<file path="src/pced_pkg.sv">
// Purpose: constants and types shared by the pin change edge detector
// Assumes: apb register map with one 32-bit word per register
// Notes: offsets are byte addresses
package pced_pkg;
  localparam int PCED_PORTS = 3;
  localparam int PCED_PINS = 8;
  localparam int PCED_AW = 8;
  localparam logic [7:0] PCED_OFS_A_RISE = 8'h00;
  localparam logic [7:0] PCED_OFS_A_FALL = 8'h04;
  localparam logic [7:0] PCED_OFS_A_FLAGS = 8'h08;
  localparam logic [7:0] PCED_OFS_B_RISE = 8'h0c;
  localparam logic [7:0] PCED_OFS_B_FALL = 8'h10;
  localparam logic [7:0] PCED_OFS_B_FLAGS = 8'h14;
  localparam logic [7:0] PCED_OFS_C_RISE = 8'h18;
  localparam logic [7:0] PCED_OFS_C_FALL = 8'h1c;
  localparam logic [7:0] PCED_OFS_C_FLAGS = 8'h20;
  localparam logic [7:0] PCED_OFS_CTRL = 8'h24;
  localparam logic [7:0] PCED_OFS_STATUS = 8'h28;
  localparam int PCED_CTRL_IE_BIT = 0;
  localparam int PCED_STAT_SUM_BIT = 0;
  localparam int PCED_STAT_IRQ_BIT = 1;
  localparam logic [7:0] PCED_BYTE_RST = 8'h00;
  localparam logic [7:0] PCED_DBG_MASK_B = 8'h3f;
  typedef logic [PCED_PINS-1:0] pced_byte_t;
endpackage

</file>
<file path="src/pced_pins_if.sv">
// Purpose: carries synchronised pin samples between synchroniser and core
// Assumes: one clock domain
// Notes: none
`timescale 1ns/1ns
interface pced_pins_if #(parameter int W = 24);
  logic [W-1:0] cur;
  logic [W-1:0] prev;
  modport src (output cur, output prev);
  modport dst (input cur, input prev);
endinterface // pced_pins_if

</file>
<file path="src/pced_sync.sv">
// Purpose: two-stage synchroniser plus previous-sample register for pin inputs
// Assumes: pins are asynchronous to pclk
// Notes: first stage is read only by the second stage
`timescale 1ns/1ns
module pced_sync #(
  parameter int W = 24
) (
  input wire logic pclk,
  input wire logic presetn,
  input wire logic [W-1:0] pins,
  pced_pins_if.src po
);
  typedef struct packed {
    logic [W-1:0] s1;
    logic [W-1:0] s2;
    logic [W-1:0] s3;
  } pced_sync_st_t;
  pced_sync_st_t st_q, st_d;

  always_comb begin
    st_d = st_q;
    st_d.s1 = pins;
    st_d.s2 = st_q.s1;
    st_d.s3 = st_q.s2;
  end

  always_ff @(posedge pclk or negedge presetn) begin
    if (!presetn) begin
      st_q <= '0;
    end else begin
      st_q <= st_d;
    end
  end

  assign po.cur = st_q.s2;
  assign po.prev = st_q.s3;
endmodule // pced_sync

</file>
<file path="src/pced_top.sv">
// Purpose: pin change edge detector for three 8-bit ports with apb registers
// Assumes: 10 MHz pclk, apb slave with zero wait states
// Notes: wake request and irq are levels
// Operation
// RULE1: an enabled pin change event with the irq enable set raises the wake request.
// RULE2: a set rise enable bit arms low-to-high detection on its pin.
// RULE3: a set fall enable bit arms high-to-low detection, and both may be armed.
// RULE4: a pin flag sets on an armed rising edge or an armed falling edge.
// RULE5: with both enables clear, edges on a pin set no flag.
// RULE6: every detected armed edge sets the summary flag along with the pin flag.
// RULE7: software clears flags by writing zeros; a clear flag reads zero.
// RULE8: all enables and flags reset to zero on every reset.
// RULE9: flags are readable, writable and set by hardware, never cleared by it.
// RULE10: with the debugger enabled, port b bits 7 and 6 are withheld from use.
// RULE11: software should clear flags by and-ing in the inverse of a captured copy.
// RULE12: ports b and c each have eight flags set by armed edges on their pins.
// RULE13: the summary flag is the or of all pin flags.
// RULE14: detection and flag setting go on while the irq enable is clear.
// RULE15: an armed edge during a flag write leaves that flag set.
// RULE16: pins are synchronised and edges found by comparing successive samples.
// RULE17: the irq output is high while summary flag and irq enable are both one.
//
// Implementation choices: the APB register port and the register offsets.
`timescale 1ns/1ns
module pced_top
  import pced_pkg::*;
#(
  parameter int NPORT = PCED_PORTS
) (
  input wire logic pclk,
  input wire logic presetn,
  input wire logic psel,
  input wire logic penable,
  input wire logic pwrite,
  input wire logic [PCED_AW-1:0] paddr,
  input wire logic [31:0] pwdata,
  input wire logic [3:0] pstrb,
  output logic [31:0] prdata,
  output logic pready,
  output logic pslverr,
  input wire logic [7:0] port_a_pin,
  input wire logic [7:0] port_b_pin,
  input wire logic [7:0] port_c_pin,
  input wire logic debug_enable,
  output logic pin_change_irq,
  output logic wake_request
);
  import pced_pkg::*;

  localparam int W = NPORT * PCED_PINS;

  typedef struct packed {
    logic [NPORT-1:0][PCED_PINS-1:0] rise;
    logic [NPORT-1:0][PCED_PINS-1:0] fall;
    logic [NPORT-1:0][PCED_PINS-1:0] flags;
    logic irq_en;
    logic dbg1;
    logic dbg2;
    logic [31:0] rdata;
  } pced_state_t;

  pced_state_t st_q, st_d;
  pced_pins_if #(.W(W)) pins_if ();

  pced_sync #(.W(W)) u_sync ( // RULE16
    .pclk(pclk),
    .presetn(presetn),
    .pins({port_c_pin, port_b_pin, port_a_pin}),
    .po(pins_if)
  );

  logic [W-1:0] rise_edge;
  logic [W-1:0] fall_edge;
  logic [W-1:0] hit;
  logic [W-1:0] avail;
  logic wr_acc;
  logic rd_acc;
  logic mapped;
  logic summary;
  logic [31:0] rd_mux;

  // withhold port b bits 7 and 6 while debugging
  assign avail = st_q.dbg2 ? {8'hff, PCED_DBG_MASK_B, 8'hff} : {W{1'b1}}; // RULE10
  assign rise_edge = pins_if.cur & ~pins_if.prev; // RULE16
  assign fall_edge = ~pins_if.cur & pins_if.prev; // RULE16
  // armed edge hits per pin
  assign hit = avail & ((rise_edge & st_q.rise) | (fall_edge & st_q.fall)); // RULE2 RULE3 RULE5
  assign summary = |st_q.flags; // RULE13
  assign wr_acc = psel && penable && pwrite;
  assign rd_acc = psel && !penable && !pwrite;

  always_comb begin
    unique case (paddr)
      PCED_OFS_A_RISE, PCED_OFS_A_FALL, PCED_OFS_A_FLAGS,
      PCED_OFS_B_RISE, PCED_OFS_B_FALL, PCED_OFS_B_FLAGS,
      PCED_OFS_C_RISE, PCED_OFS_C_FALL, PCED_OFS_C_FLAGS,
      PCED_OFS_CTRL, PCED_OFS_STATUS: mapped = 1'b1;
      default: mapped = 1'b0;
    endcase
  end

  always_comb begin
    rd_mux = '0;
    unique case (paddr)
      PCED_OFS_A_RISE: rd_mux[7:0] = st_q.rise[0];
      PCED_OFS_A_FALL: rd_mux[7:0] = st_q.fall[0];
      PCED_OFS_A_FLAGS: rd_mux[7:0] = st_q.flags[0]; // RULE7
      PCED_OFS_B_RISE: rd_mux[7:0] = st_q.rise[1];
      PCED_OFS_B_FALL: rd_mux[7:0] = st_q.fall[1];
      PCED_OFS_B_FLAGS: rd_mux[7:0] = st_q.flags[1]; // RULE12
      PCED_OFS_C_RISE: rd_mux[7:0] = st_q.rise[2];
      PCED_OFS_C_FALL: rd_mux[7:0] = st_q.fall[2];
      PCED_OFS_C_FLAGS: rd_mux[7:0] = st_q.flags[2]; // RULE12
      PCED_OFS_CTRL: rd_mux[PCED_CTRL_IE_BIT] = st_q.irq_en;
      PCED_OFS_STATUS: begin
        rd_mux[PCED_STAT_SUM_BIT] = summary;
        rd_mux[PCED_STAT_IRQ_BIT] = pin_change_irq;
      end
      default: rd_mux = '0;
    endcase
  end

  always_comb begin
    st_d = st_q;
    st_d.dbg1 = debug_enable;
    st_d.dbg2 = st_q.dbg1;
    if (rd_acc) begin
      st_d.rdata = rd_mux;
    end
    if (wr_acc && pstrb[0]) begin
      unique case (paddr)
        PCED_OFS_A_RISE: st_d.rise[0] = pwdata[7:0];
        PCED_OFS_A_FALL: st_d.fall[0] = pwdata[7:0];
        PCED_OFS_A_FLAGS: st_d.flags[0] = pwdata[7:0]; // RULE7 RULE9
        PCED_OFS_B_RISE: st_d.rise[1] = pwdata[7:0];
        PCED_OFS_B_FALL: st_d.fall[1] = pwdata[7:0];
        PCED_OFS_B_FLAGS: st_d.flags[1] = pwdata[7:0]; // RULE7 RULE9
        PCED_OFS_C_RISE: st_d.rise[2] = pwdata[7:0];
        PCED_OFS_C_FALL: st_d.fall[2] = pwdata[7:0];
        PCED_OFS_C_FLAGS: st_d.flags[2] = pwdata[7:0]; // RULE7 RULE9
        PCED_OFS_CTRL: st_d.irq_en = pwdata[PCED_CTRL_IE_BIT];
        default: st_d.irq_en = st_q.irq_en;
      endcase
    end
    // hardware set wins over a software clear in the same cycle
    st_d.flags = st_d.flags | hit; // RULE4 RULE6 RULE14 RULE15
  end

  always_ff @(posedge pclk or negedge presetn) begin
    if (!presetn) begin
      st_q <= '0; // RULE8
    end else begin
      st_q <= st_d;
    end
  end

  assign pready = 1'b1;
  assign pslverr = psel && penable && !mapped;
  assign prdata = st_q.rdata;
  assign pin_change_irq = summary && st_q.irq_en; // RULE17
  assign wake_request = summary && st_q.irq_en; // RULE1

  property p_hit_sets_flag;
    @(posedge pclk) disable iff (!presetn)
      (|hit) |=> (summary && ((st_q.flags & $past(hit)) == $past(hit)));
  endproperty
  a_hit_sets_flag: assert property (p_hit_sets_flag) // RULE4
    else $error("armed edge did not set its flag");

  property p_rise_arms;
    @(posedge pclk) disable iff (!presetn)
      (|(rise_edge & st_q.rise & avail)) |=> summary;
  endproperty
  a_rise_arms: assert property (p_rise_arms) // RULE2
    else $error("armed rising edge lost");

  property p_fall_arms;
    @(posedge pclk) disable iff (!presetn)
      (|(fall_edge & st_q.fall & avail)) |=> summary;
  endproperty
  a_fall_arms: assert property (p_fall_arms) // RULE3
    else $error("armed falling edge lost");

  property p_no_hw_clear;
    @(posedge pclk) disable iff (!presetn)
      !wr_acc |=> ((st_q.flags & $past(st_q.flags)) == $past(st_q.flags));
  endproperty
  a_no_hw_clear: assert property (p_no_hw_clear) // RULE9
    else $error("flag cleared without a write");

  property p_unarmed_quiet;
    @(posedge pclk) disable iff (!presetn)
      (!wr_acc && hit == '0) |=> (st_q.flags == $past(st_q.flags));
  endproperty
  a_unarmed_quiet: assert property (p_unarmed_quiet) // RULE5
    else $error("flag set without armed edge");

  property p_irq_level;
    @(posedge pclk) disable iff (!presetn)
      pin_change_irq == (st_q.irq_en && (st_q.flags != '0));
  endproperty
  a_irq_level: assert property (p_irq_level) // RULE17
    else $error("irq does not follow flags and enable");

  property p_detect_without_ie;
    @(posedge pclk) disable iff (!presetn)
      (!st_q.irq_en && |hit && !(wr_acc && paddr == PCED_OFS_CTRL)) |=>
        (summary && !pin_change_irq);
  endproperty
  a_detect_without_ie: assert property (p_detect_without_ie) // RULE14
    else $error("detection stopped while irq enable clear");

  property p_set_beats_clear;
    @(posedge pclk) disable iff (!presetn)
      (wr_acc && paddr == PCED_OFS_A_FLAGS && |hit[7:0]) |=>
        ((st_q.flags[0] & $past(hit[7:0])) == $past(hit[7:0]));
  endproperty
  a_set_beats_clear: assert property (p_set_beats_clear) // RULE15
    else $error("edge lost during flag write");

  property p_debug_bits;
    @(posedge pclk) disable iff (!presetn)
      st_q.dbg2 |-> (hit[15:14] == 2'b00);
  endproperty
  a_debug_bits: assert property (p_debug_bits) // RULE10
    else $error("debug-owned pins detected edges");

  property p_wake_follows_irq;
    @(posedge pclk) disable iff (!presetn)
      wake_request == pin_change_irq;
  endproperty
  a_wake_follows_irq: assert property (p_wake_follows_irq) // RULE1
    else $error("wake request differs from irq");

  property p_wake_on_event;
    @(posedge pclk) disable iff (!presetn)
      (st_q.irq_en && |hit && !(wr_acc && paddr == PCED_OFS_CTRL)) |=> wake_request;
  endproperty
  a_wake_on_event: assert property (p_wake_on_event) // RULE1
    else $error("enabled event did not raise wake");

  property p_new_flag_from_hit;
    @(posedge pclk) disable iff (!presetn)
      !wr_acc |=> ((st_q.flags & ~$past(st_q.flags) & ~$past(hit)) == '0);
  endproperty
  a_new_flag_from_hit: assert property (p_new_flag_from_hit) // RULE5
    else $error("flag rose without an armed edge");

  property p_status_summary;
    @(posedge pclk) disable iff (!presetn)
      (rd_acc && paddr == PCED_OFS_STATUS) |=>
        (st_q.rdata[PCED_STAT_SUM_BIT] == ($past(st_q.flags) != '0));
  endproperty
  a_status_summary: assert property (p_status_summary) // RULE13
    else $error("summary bit is not the or of the flags");

  property p_flag_write_stores;
    @(posedge pclk) disable iff (!presetn)
      (wr_acc && pstrb[0] && paddr == PCED_OFS_A_FLAGS) |=>
        (st_q.flags[0] == ($past(pwdata[PCED_PINS-1:0]) | $past(hit[PCED_PINS-1:0])));
  endproperty
  a_flag_write_stores: assert property (p_flag_write_stores) // RULE7
    else $error("flag write did not store the written value");

  property p_strobe_off;
    @(posedge pclk) disable iff (!presetn)
      (wr_acc && !pstrb[0]) |=> ((st_q.rise == $past(st_q.rise)) &&
        (st_q.fall == $past(st_q.fall)) && (st_q.flags == ($past(st_q.flags) | $past(hit))));
  endproperty
  a_strobe_off: assert property (p_strobe_off) // RULE9
    else $error("write without strobe changed a register");

  property p_unmapped_no_write;
    @(posedge pclk) disable iff (!presetn)
      (wr_acc && !mapped) |=>
        ((st_q.rise == $past(st_q.rise)) && (st_q.irq_en == $past(st_q.irq_en)));
  endproperty
  a_unmapped_no_write: assert property (p_unmapped_no_write)
    else $error("unmapped write changed a register");

  property p_rdata_upper_zero;
    @(posedge pclk) disable iff (!presetn)
      prdata[31:PCED_PINS] == '0;
  endproperty
  a_rdata_upper_zero: assert property (p_rdata_upper_zero)
    else $error("read data upper bits not zero");

  property p_ready_high;
    @(posedge pclk) disable iff (!presetn)
      pready;
  endproperty
  a_ready_high: assert property (p_ready_high)
    else $error("ready dropped");

  property p_rdata_holds;
    @(posedge pclk) disable iff (!presetn)
      !rd_acc |=> $stable(prdata);
  endproperty
  a_rdata_holds: assert property (p_rdata_holds)
    else $error("read data changed without a read");

  property p_prev_sample;
    @(posedge pclk) disable iff (!presetn)
      presetn |=> (pins_if.prev == $past(pins_if.cur));
  endproperty
  a_prev_sample: assert property (p_prev_sample) // RULE16
    else $error("previous sample is not last synchronised sample");

  property p_irq_needs_enable;
    @(posedge pclk) disable iff (!presetn)
      !st_q.irq_en |-> !pin_change_irq;
  endproperty
  a_irq_needs_enable: assert property (p_irq_needs_enable) // RULE14
    else $error("irq raised with enable clear");

  property p_port_c_rise;
    @(posedge pclk) disable iff (!presetn)
      (|(rise_edge[2*PCED_PINS +: PCED_PINS] & st_q.rise[2])) |=>
        (st_q.flags[2] != '0);
  endproperty
  a_port_c_rise: assert property (p_port_c_rise) // RULE12
    else $error("port c armed edge set no flag");

  property p_port_b_rise;
    @(posedge pclk) disable iff (!presetn)
      (|(rise_edge[PCED_PINS +: PCED_PINS] & st_q.rise[1] & avail[PCED_PINS +: PCED_PINS])) |=>
        (st_q.flags[1] != '0);
  endproperty
  a_port_b_rise: assert property (p_port_b_rise) // RULE12
    else $error("port b armed edge set no flag");

  property p_debug_flags_hold;
    @(posedge pclk) disable iff (!presetn)
      (st_q.dbg2 && !wr_acc) |=>
        ((st_q.flags[1] & ~PCED_DBG_MASK_B) == ($past(st_q.flags[1]) & ~PCED_DBG_MASK_B));
  endproperty
  a_debug_flags_hold: assert property (p_debug_flags_hold) // RULE10
    else $error("debug-owned flag changed");

  property p_flag_read;
    @(posedge pclk) disable iff (!presetn)
      (rd_acc && paddr == PCED_OFS_C_FLAGS) |=>
        (st_q.rdata[PCED_PINS-1:0] == $past(st_q.flags[2]));
  endproperty
  a_flag_read: assert property (p_flag_read) // RULE12
    else $error("port c flag read returned wrong value");

  property p_reset_clears;
    @(posedge pclk)
      !presetn |=>
        (st_q.rise == '0 && st_q.fall == '0 && st_q.flags == '0 && !st_q.irq_en);
  endproperty
  a_reset_clears: assert property (p_reset_clears) // RULE8
    else $error("register not zero during reset");
endmodule // pced_top

</file>
<file path="config.mk">
export PLATFORM = sky130hd
export DESIGN_NAME = pced_top
export DESIGN_NICKNAME = d
export VERILOG_FILES = /design/src/pced_pkg.sv /design/src/pced_pins_if.sv /design/src/pced_sync.sv /design/src/pced_top.sv
export SDC_FILE = /design/constraint.sdc
export NUM_CORES = 1
export LEC_CHECK = 0
export BUFFER_PORTS_ARGS = -buffer_cell sky130_fd_sc_hd__buf_2
export CAP_MARGIN = 10
export CORE_ASPECT_RATIO = 0.75
export CORE_MARGIN = 5
export CORE_UTILIZATION = 60
export CTS_CLUSTER_DIAMETER = 150
export DETAILED_ROUTE_END_ITERATION = 10
export GPL_ROUTABILITY_DRIVEN = 1
export GPL_TIMING_DRIVEN = 0
export PLACE_DENSITY_LB_ADDON = 0.2
export SLEW_MARGIN = 25
export SYNTH_ARGS = -nofsm -noshare
export SYNTH_HDL_FRONTEND = slang
export SYNTH_SLANG_ARGS = --single-unit
</file>
<file path="constraint.sdc">
create_clock -name pclk -period 3.9 [get_ports pclk]
set_input_delay 0.195 -clock pclk [delete_from_list [all_inputs] [get_ports pclk]]
set_output_delay 0.195 -clock pclk [all_outputs]
set_load 0.05 [all_outputs]
</file>
==> results of run 1 <==
[cells by family after synthesis]
family	synth area share (%)
AOI/OAI and AO/OA	8.00
buffers and inverters	5.17
DFF	58.9
muxes	15.5
other	0.114
and+or+nand+nor	12.4
[through the flow]
stage	utilization [%]	hold WS [ns]	cells	power, uW
2_1_floorplan	-	-0.101	518	1840
3_3_place_gp	65.9	0.302	713	1920
3_5_place_dp	66.2	0.144	714	1930
4_1_cts	74.2	0.115	772	3620
5_1_grt	74.2	0.138	772	3720
6_report	74.2	0.111	772	3600
[layout by cell type (no fill, tap or decap), drive strengths merged, types with 3 or more instances in the layout]
cell and n:
nor2 20, dlygate4sd3 26, nand4 4, o22ai 4, a21o 3, nand3b 22, inv 11, nor4 8
conb 25, a22o 3, mux2i 32, clkbuf 21, and2 3, o21ai 14, nor3 3, dfrtp 155
a22oi 10, mux2 54, clkinv 3, a21oi 3, buf 99, nand2 45, nand3 4, mux4 4
a31oi 4, o211ai 22
[critical path, cell delays in order (launching register included)]
cell	delay (ns)
dfrtp_1	0.40
nor4_1	0.45
nand4_1	0.24
o21a_1	0.27
buf_4	0.14
buf_2	0.20
[sequential cells by signal (all words and copies together), names as in the netlist]
signal          count
st_q               74
u_sync.st_d        24
st_d                1
u_sync.po.cur      24
u_sync.po.prev     24
prdata              8
[final cells by class]
type	count	share of cell area, %
Sequential cell	155	48.3
Multi-Input combinational cell	314	30.6
Timing Repair Buffer	82	7.14
Clock buffer	17	5.30
Buffer	47	4.15
Clock inverter	15	2.18
Tap cell	140	2.18
Inverter	2	0.0936
[per-layer routing]
metal | part of all wire (%) | vias to the layer above | track usage, %
li1 | - | 1996 | -
met1 | 45 | 2247 | 36.9
met2 | 47 | 159 | 39.5
met3 | 7.2 | 19 | 5.30
met4 | 1.2 | 0 | 6.96
met5 | 0 | - | 0
[report_power, final]
group	internal [uW]	switching [uW]
sequential	1650	26.0
combinational	88.9	159
clock	968	709
[worst max path at each step]
| stage | cells after the start | slack (ns) | from | to |
|---|---|---|---|---|
| final | 5 | 1.59 | st_q[49] | wake_request |
| after global routing | 5 | 1.57 | st_q[49] | wake_request |
| after CTS | 5 | 1.62 | st_q[56] | wake_request |
| after detailed placement | 7 | 1.77 | paddr[1] | st_q[36] |
| after global placement | 1 | 0.56 | presetn | u_sync.st_d[34] |
| after floorplan | 5 | 2.16 | paddr[3] | pslverr |
==> key figures, run 1 <==
Route
  • Vias: between 4000 and 5000
  • DR iter-0 viols: 420
  • Routed Antenna Nets: 0
  • Average wire per standard cell: 20.3 um
  • Vias per cell: 5.73
  • First-pass DRT Iterations: 5
  • Residual DRC count: 0
  • Final wirelength: approximately 16 mm

Cells and area
  • Final instance area: 8020 sq um
  • Layout area overhead: 21.8%
  • Sequential Area: around 3900 sq um
  • Footprint of the multi-input gates: 2450 sq um
  • Layout cell share with drive strength beyond 1: between 20 and 30%
  • Final net count: 693
  • Fillers: ~740
  • Ant diodes: 0

Placed design
  • HPWL after DPL: between 10 and 15 mm
  • Gpl congestion: 0.932
  • PortBufs: 55
  • DP Worst Slack: between 1.5 and 2 ns
  • Post-DP Area: about 7000 sq um

Synth
  • Post-synthesis cell count: 495
  • Most common library cells after synthesis: 155 x dfrtp_1, 49 x mux2_1, 43 x nand2_1
  • Flops & latches, synth: about 160
  • Top-area cell type share of the netlist area: between 50% and 60%
  • Largest area contributor in the netlist: dfrtp_1
  • Sequential share of the synthesized area: about three fifths
  • Primary FF master, synth: dfrtp_1
  • Post-synth ARST share: 100%
  • Post-synth cell types: 55
  • Synth area leaders: dfrtp_1 59%, mux2_1 8.4%, mux2i_1 4.9%, buf_4 3.9%, nand3b_1 2.5%
  • Synth Cell Area: roughly 6600 sq um
  • Synth warn: 0
  • Count leader, synth: dfrtp_1
  • EDFF count, synth: 0
  • Syn avg cell area: about 13 sq um

Timing
  • Final hold violation count: 0
  • Slew @ Worst Pin: between 0.8 and 0.9 ns
  • Slew headroom: roughly 45%
  • Period utilization: about three fifths
  • Max-slew violation count: 0
  • Endpoints failing setup: 0
  • Final setup margin: around 1.6 ns
  • Min Tclk post-route: approximately 2.3 ns
  • Max Clk Rate: ~430 MHz
  • Clock Skew: roughly 0.011 ns
  • Unrepaired setup endpoints after global routing: false
  • Setup tns final: 0 ns

Floorplanning
  • Initial core utilization: approximately three fifths
  • DIE WIDTH: 131 um
  • Die Ht: 101 um
  • IO Pins: 110
  • Cell row count: 33
  • Die area: 13200 sq um
  • Core ar.: approximately 11000 sq um

Power
  • Pwr dens: between 400 and 500 nW/um^2
  • VDD IR max: ~0.44 mV
  • LEAKAGE: ~0.0036 uW

Critical path
  • R2R setup slack: between 2 and 2.5 ns
  • Critical path type: register to output pin
  • Reg2reg end: prdata[0]
  • CP Launch Type: register
  • CP max FO: 3
  • Reg2Reg Depth: 5
  • WP data required: 3.70 ns
  • Reg-to-reg startpoint: st_q[49]
  • Critical path arrival: around 2.1 ns
  • Worst Setup End Kind: output pin

Clocking
  • Post-CTS Setup Inserts: 0
  • Post-CTS sizing: 0
  • Skew-Pair Late Insertion Delay: 0.43 ns
  • Hold-fix buffers at CTS: 26
  • Cts bufs inserted: 17
  • Root Driver: clkbuf_16
  • CTS tree: built
  • Clock Pin Slew Worst Setup and Hold Paths: roughly 0.070 ns
  • Clock Tree Buf Depth: 2
  • Htree depth: 4
  • Clock Sinks: about 160

GRT
  • First-pass GRT wire length: ~25 mm
  • Initial antenna violation count: 0
  • GR Overflow Total: 0
  • Total global routing track utilization: 25.5%
  • Largest net degree at the start of global routing: between 90 and 100
  • Vias in the first global route: roughly 4400

Worst hold path
  • Hold endpoint: st_q[81]
  • Worst Hold Class: input port to register
  • Hold path depth: 2
  • Hold_sp: pwdata[6]

Run status
  • Status: finished, final reports clean

Run
  • Max cap viols: 0
Power figures use the tool's default switching activity.
==> run 2: changes to the inputs <==
Settings changed: CORE_UTILIZATION 60 to 51.
Clock period 3.9 ns to 2.12 ns, I/O delays scaled along.
==> key figures, run 2 (synthesized netlist as in run 1, its figures left out) <==
Run status
  • Status: finished, final reports clean (unchanged)

Timing
  • Worst Hold Slack: 0.0326 ns (was 0.111 ns)
  • Period utilization: approximately 96%
  • Unrepaired setup endpoints after global routing: false (unchanged)
  • Min Tclk post-route: 2.05 ns
  • Final hold violation count: 0 (unchanged)
  • Slew headroom: 44.6% (was 45.3%)
  • Slew @ Worst Pin: 0.830 ns (was 0.814 ns)
  • Setup tns final: 0 ns (unchanged)
  • Max-slew violation count: 0 (unchanged)
  • Clock Skew: 0.00649 ns (was 0.0112 ns)
  • Endpoints failing setup: 0 (unchanged)
  • Max Clk Rate: just under 500 MHz

Clocking
  • Htree depth: 4 (unchanged)
  • Cts bufs inserted: 17 (unchanged)
  • Skew-Pair Late Insertion Delay: 0.42 ns (was 0.43 ns)
  • Clock Pin Slew Worst Setup and Hold Paths: 0.06 ns (was 0.07 ns)
  • Clock Sinks: 155 (unchanged)
  • CTS tree: built (unchanged)
  • Root Driver: clkbuf_16 (unchanged)
  • Clock Tree Buf Depth: 2 (unchanged)
  • Post-CTS Setup Inserts: 0 (unchanged)

Cells and area
  • Fin cells: 801 (was 772)
  • Ant diodes: 0 (unchanged)
  • Sequential Area: 3880 sq um (unchanged)
  • Reg with most FFs: st_q (unchanged)
  • Layout cell share with drive strength beyond 1: 25.4% (was 25.3%)
  • Most common cell after layout, fill and taps aside: dfrtp_1 (unchanged)
  • Final net count: 693 (unchanged)
  • Footprint of the multi-input gates: 2480 sq um (was 2450 sq um)
  • Layout area overhead: 22.4% (was 21.8%)
  • Max FFs per register: 74 (unchanged)
  • Fillers: 992 (was 737)
  • Most frequent cells in the layout: 155 x dfrtp_1, 59 x buf_2, 49 x mux2_1 (unchanged)

Floorplanning
  • DIE WIDTH: 141 um (was 131 um)
  • IO Pins: 110 (unchanged)
  • Initial core utilization: 51.3% (was 60.9%)
  • Die area: 15300 sq um (was 13200 sq um)
  • Core ar.: 12800 sq um (was 10800 sq um)
  • Cell row count: 36 (was 33)
  • Die Ht: 108 um (was 101 um)

Critical path
  • Bufs and invs on worst path: 2 (unchanged)
  • CP max stage cell: dfrtp_1 (was nor4_1)
  • Crit-path cells: nor4_2 -> nand4_1 -> o21a_1 -> buf_4 -> buf_2 (was nor4_1 -> nand4_1 -> o21a_1 -> buf_4 -> buf_2)
  • WP data required: 2.01 ns (was 3.70 ns)
  • CP top delay family: simple AND/OR/NAND/NOR gates (unchanged)
  • CP Launch Type: register (unchanged)
  • Worst Setup End Kind: output pin (unchanged)
  • CP max FO: 3 (unchanged)
  • Worst stage delay on the critical path: 0.44 ns (was 0.45 ns)
  • Critical path arrival: 1.94 ns (was 2.12 ns)
  • Critical path type: register to output pin (unchanged)

Placed design
  • Gpl congestion: 0.913 (was 0.932)
  • PortBufs: 55 (unchanged)
  • HPWL after DPL: 10.1 mm (was 10.4 mm)
  • Placed instance count: 745 (was 714)

Route
  • Residual DRC count: 0 (unchanged)
  • Final wirelength: 15.3 mm (was 15.7 mm)
  • Average wire per standard cell: 19.1 um (was 20.3 um)
  • Vias per cell: 5.49 (was 5.73)
  • Routed Antenna Nets: 0 (unchanged)
  • First-pass DRT Iterations: 5 (unchanged)
  • Vias: 4394 (was 4421)
  • DR iter-0 viols: 380 (was 420)

Power
  • Sw frac: 23.5% (was 24.8%)
  • VDD IR max: 0.558 mV (was 0.442 mV)
  • LEAKAGE: 0.00364 uW (about the same)
  • Clock network power share: 45.7% (was 46.5%)
  • Logic pwr share: 6.9% (about the same)
  • Internal: 4990 uW (was 2710 uW)
  • P_sw: 1530 uW (was 894 uW)
  • Pwr dens: 809 nW/um^2 (was 449 nW/um^2)
  • Sequential Power Share: 47.4% (was 46.6%)

GRT
  • GR Overflow Total: 0 (unchanged)
  • Initial antenna violation count: 0 (unchanged)
  • Total global routing track utilization: 21.0% (was 25.5%)
  • Vias in the first global route: 4390 (was 4441)
  • Largest net degree at the start of global routing: 96 (was 99)
  • First-pass GRT wire length: 24.3 mm (was 24.8 mm)

Worst hold path
  • Worst Hold Class: input port to register (unchanged)

Run
  • Max cap viols: 0 (unchanged)
## run 2: changes by cell type in the layout (fill, tap and decap cells not counted)
cell / delta
clkbuf_8: +2
clkinv_4: +1
nor4_4: +1
clkbuf_1: +1
nor4_1: -3
clkinvlp_4: +2
inv_8: -4
inv_6: -4
nor4_2: +2
## run 2: final timing paths
path	startpoint	cells after the start	slack, ns	to
setup / recovery	st_q[48]	5	0.07	wake_request
hold / removal	pwdata[2]	2	0.03	st_q[85]
setup reg to reg	st_q[48]	5	0.41	prdata[0]
hold reg to reg	u_sync.st_d[30]	0	0.35	u_sync.po.cur[6]
max in group asynchronous	presetn	3	1.12	st_q[42]
min in group asynchronous	presetn	2	0.19	u_sync.st_d[40]
## run 2: area by class of cell
type                       count  area share, %
sequential                   155           48.1
clock inverter                10           1.47
timing repair buffer          82           7.11
buffer                        47           4.13
inverter                       2         0.0931
multi-input combinational    314           30.8
tap                          171           2.65
clock buffer                  20           5.66
## run 2: what timing repair did
| item | CTS | global route |
|---|---|---|
| resized for setup | 2 | 2 |
| hold endpoints to repair | 85 | 0 |
| setup endpoints to repair | 1 | 1 |
| cloned | 0 | 0 |
| hold buffers | 26 | 0 |
## run 2: per-layer routing
| metal | GRT usage, % | wire length (um) |
|---|---|---|
| met5 | 0 | 0 |
| met2 | 30.8 | 6650 |
| met1 | 30.5 | 7070 |
| met4 | 6.09 | 260 |
| met3 | 6.32 | 1270 |
## run 2: power by group through the flow
stage	clock network, uW	registers, uW	logic (uW)
2_1_floorplan	0	3130	251
3_3_place_gp	0	3140	400
3_5_place_dp	0	3140	414
4_1_cts	3030	3090	452
5_1_grt	3160	3100	491
6_report	2980	3090	453
## run 2: metrics by stage
stage                     instance area (sq um)  utilization [%]  total power, uW  worst slack (ns)
after floorplan                            6670                -             3380             0.559
after global placement                     7160             55.8             3540             -1.21
after detailed placement                   7200             56.1             3560             0.102
after CTS                                  8050             62.7             6580            0.0498
after global routing                       8060             62.8             6750           0.00666
final                                      8060             62.8             6520            0.0749
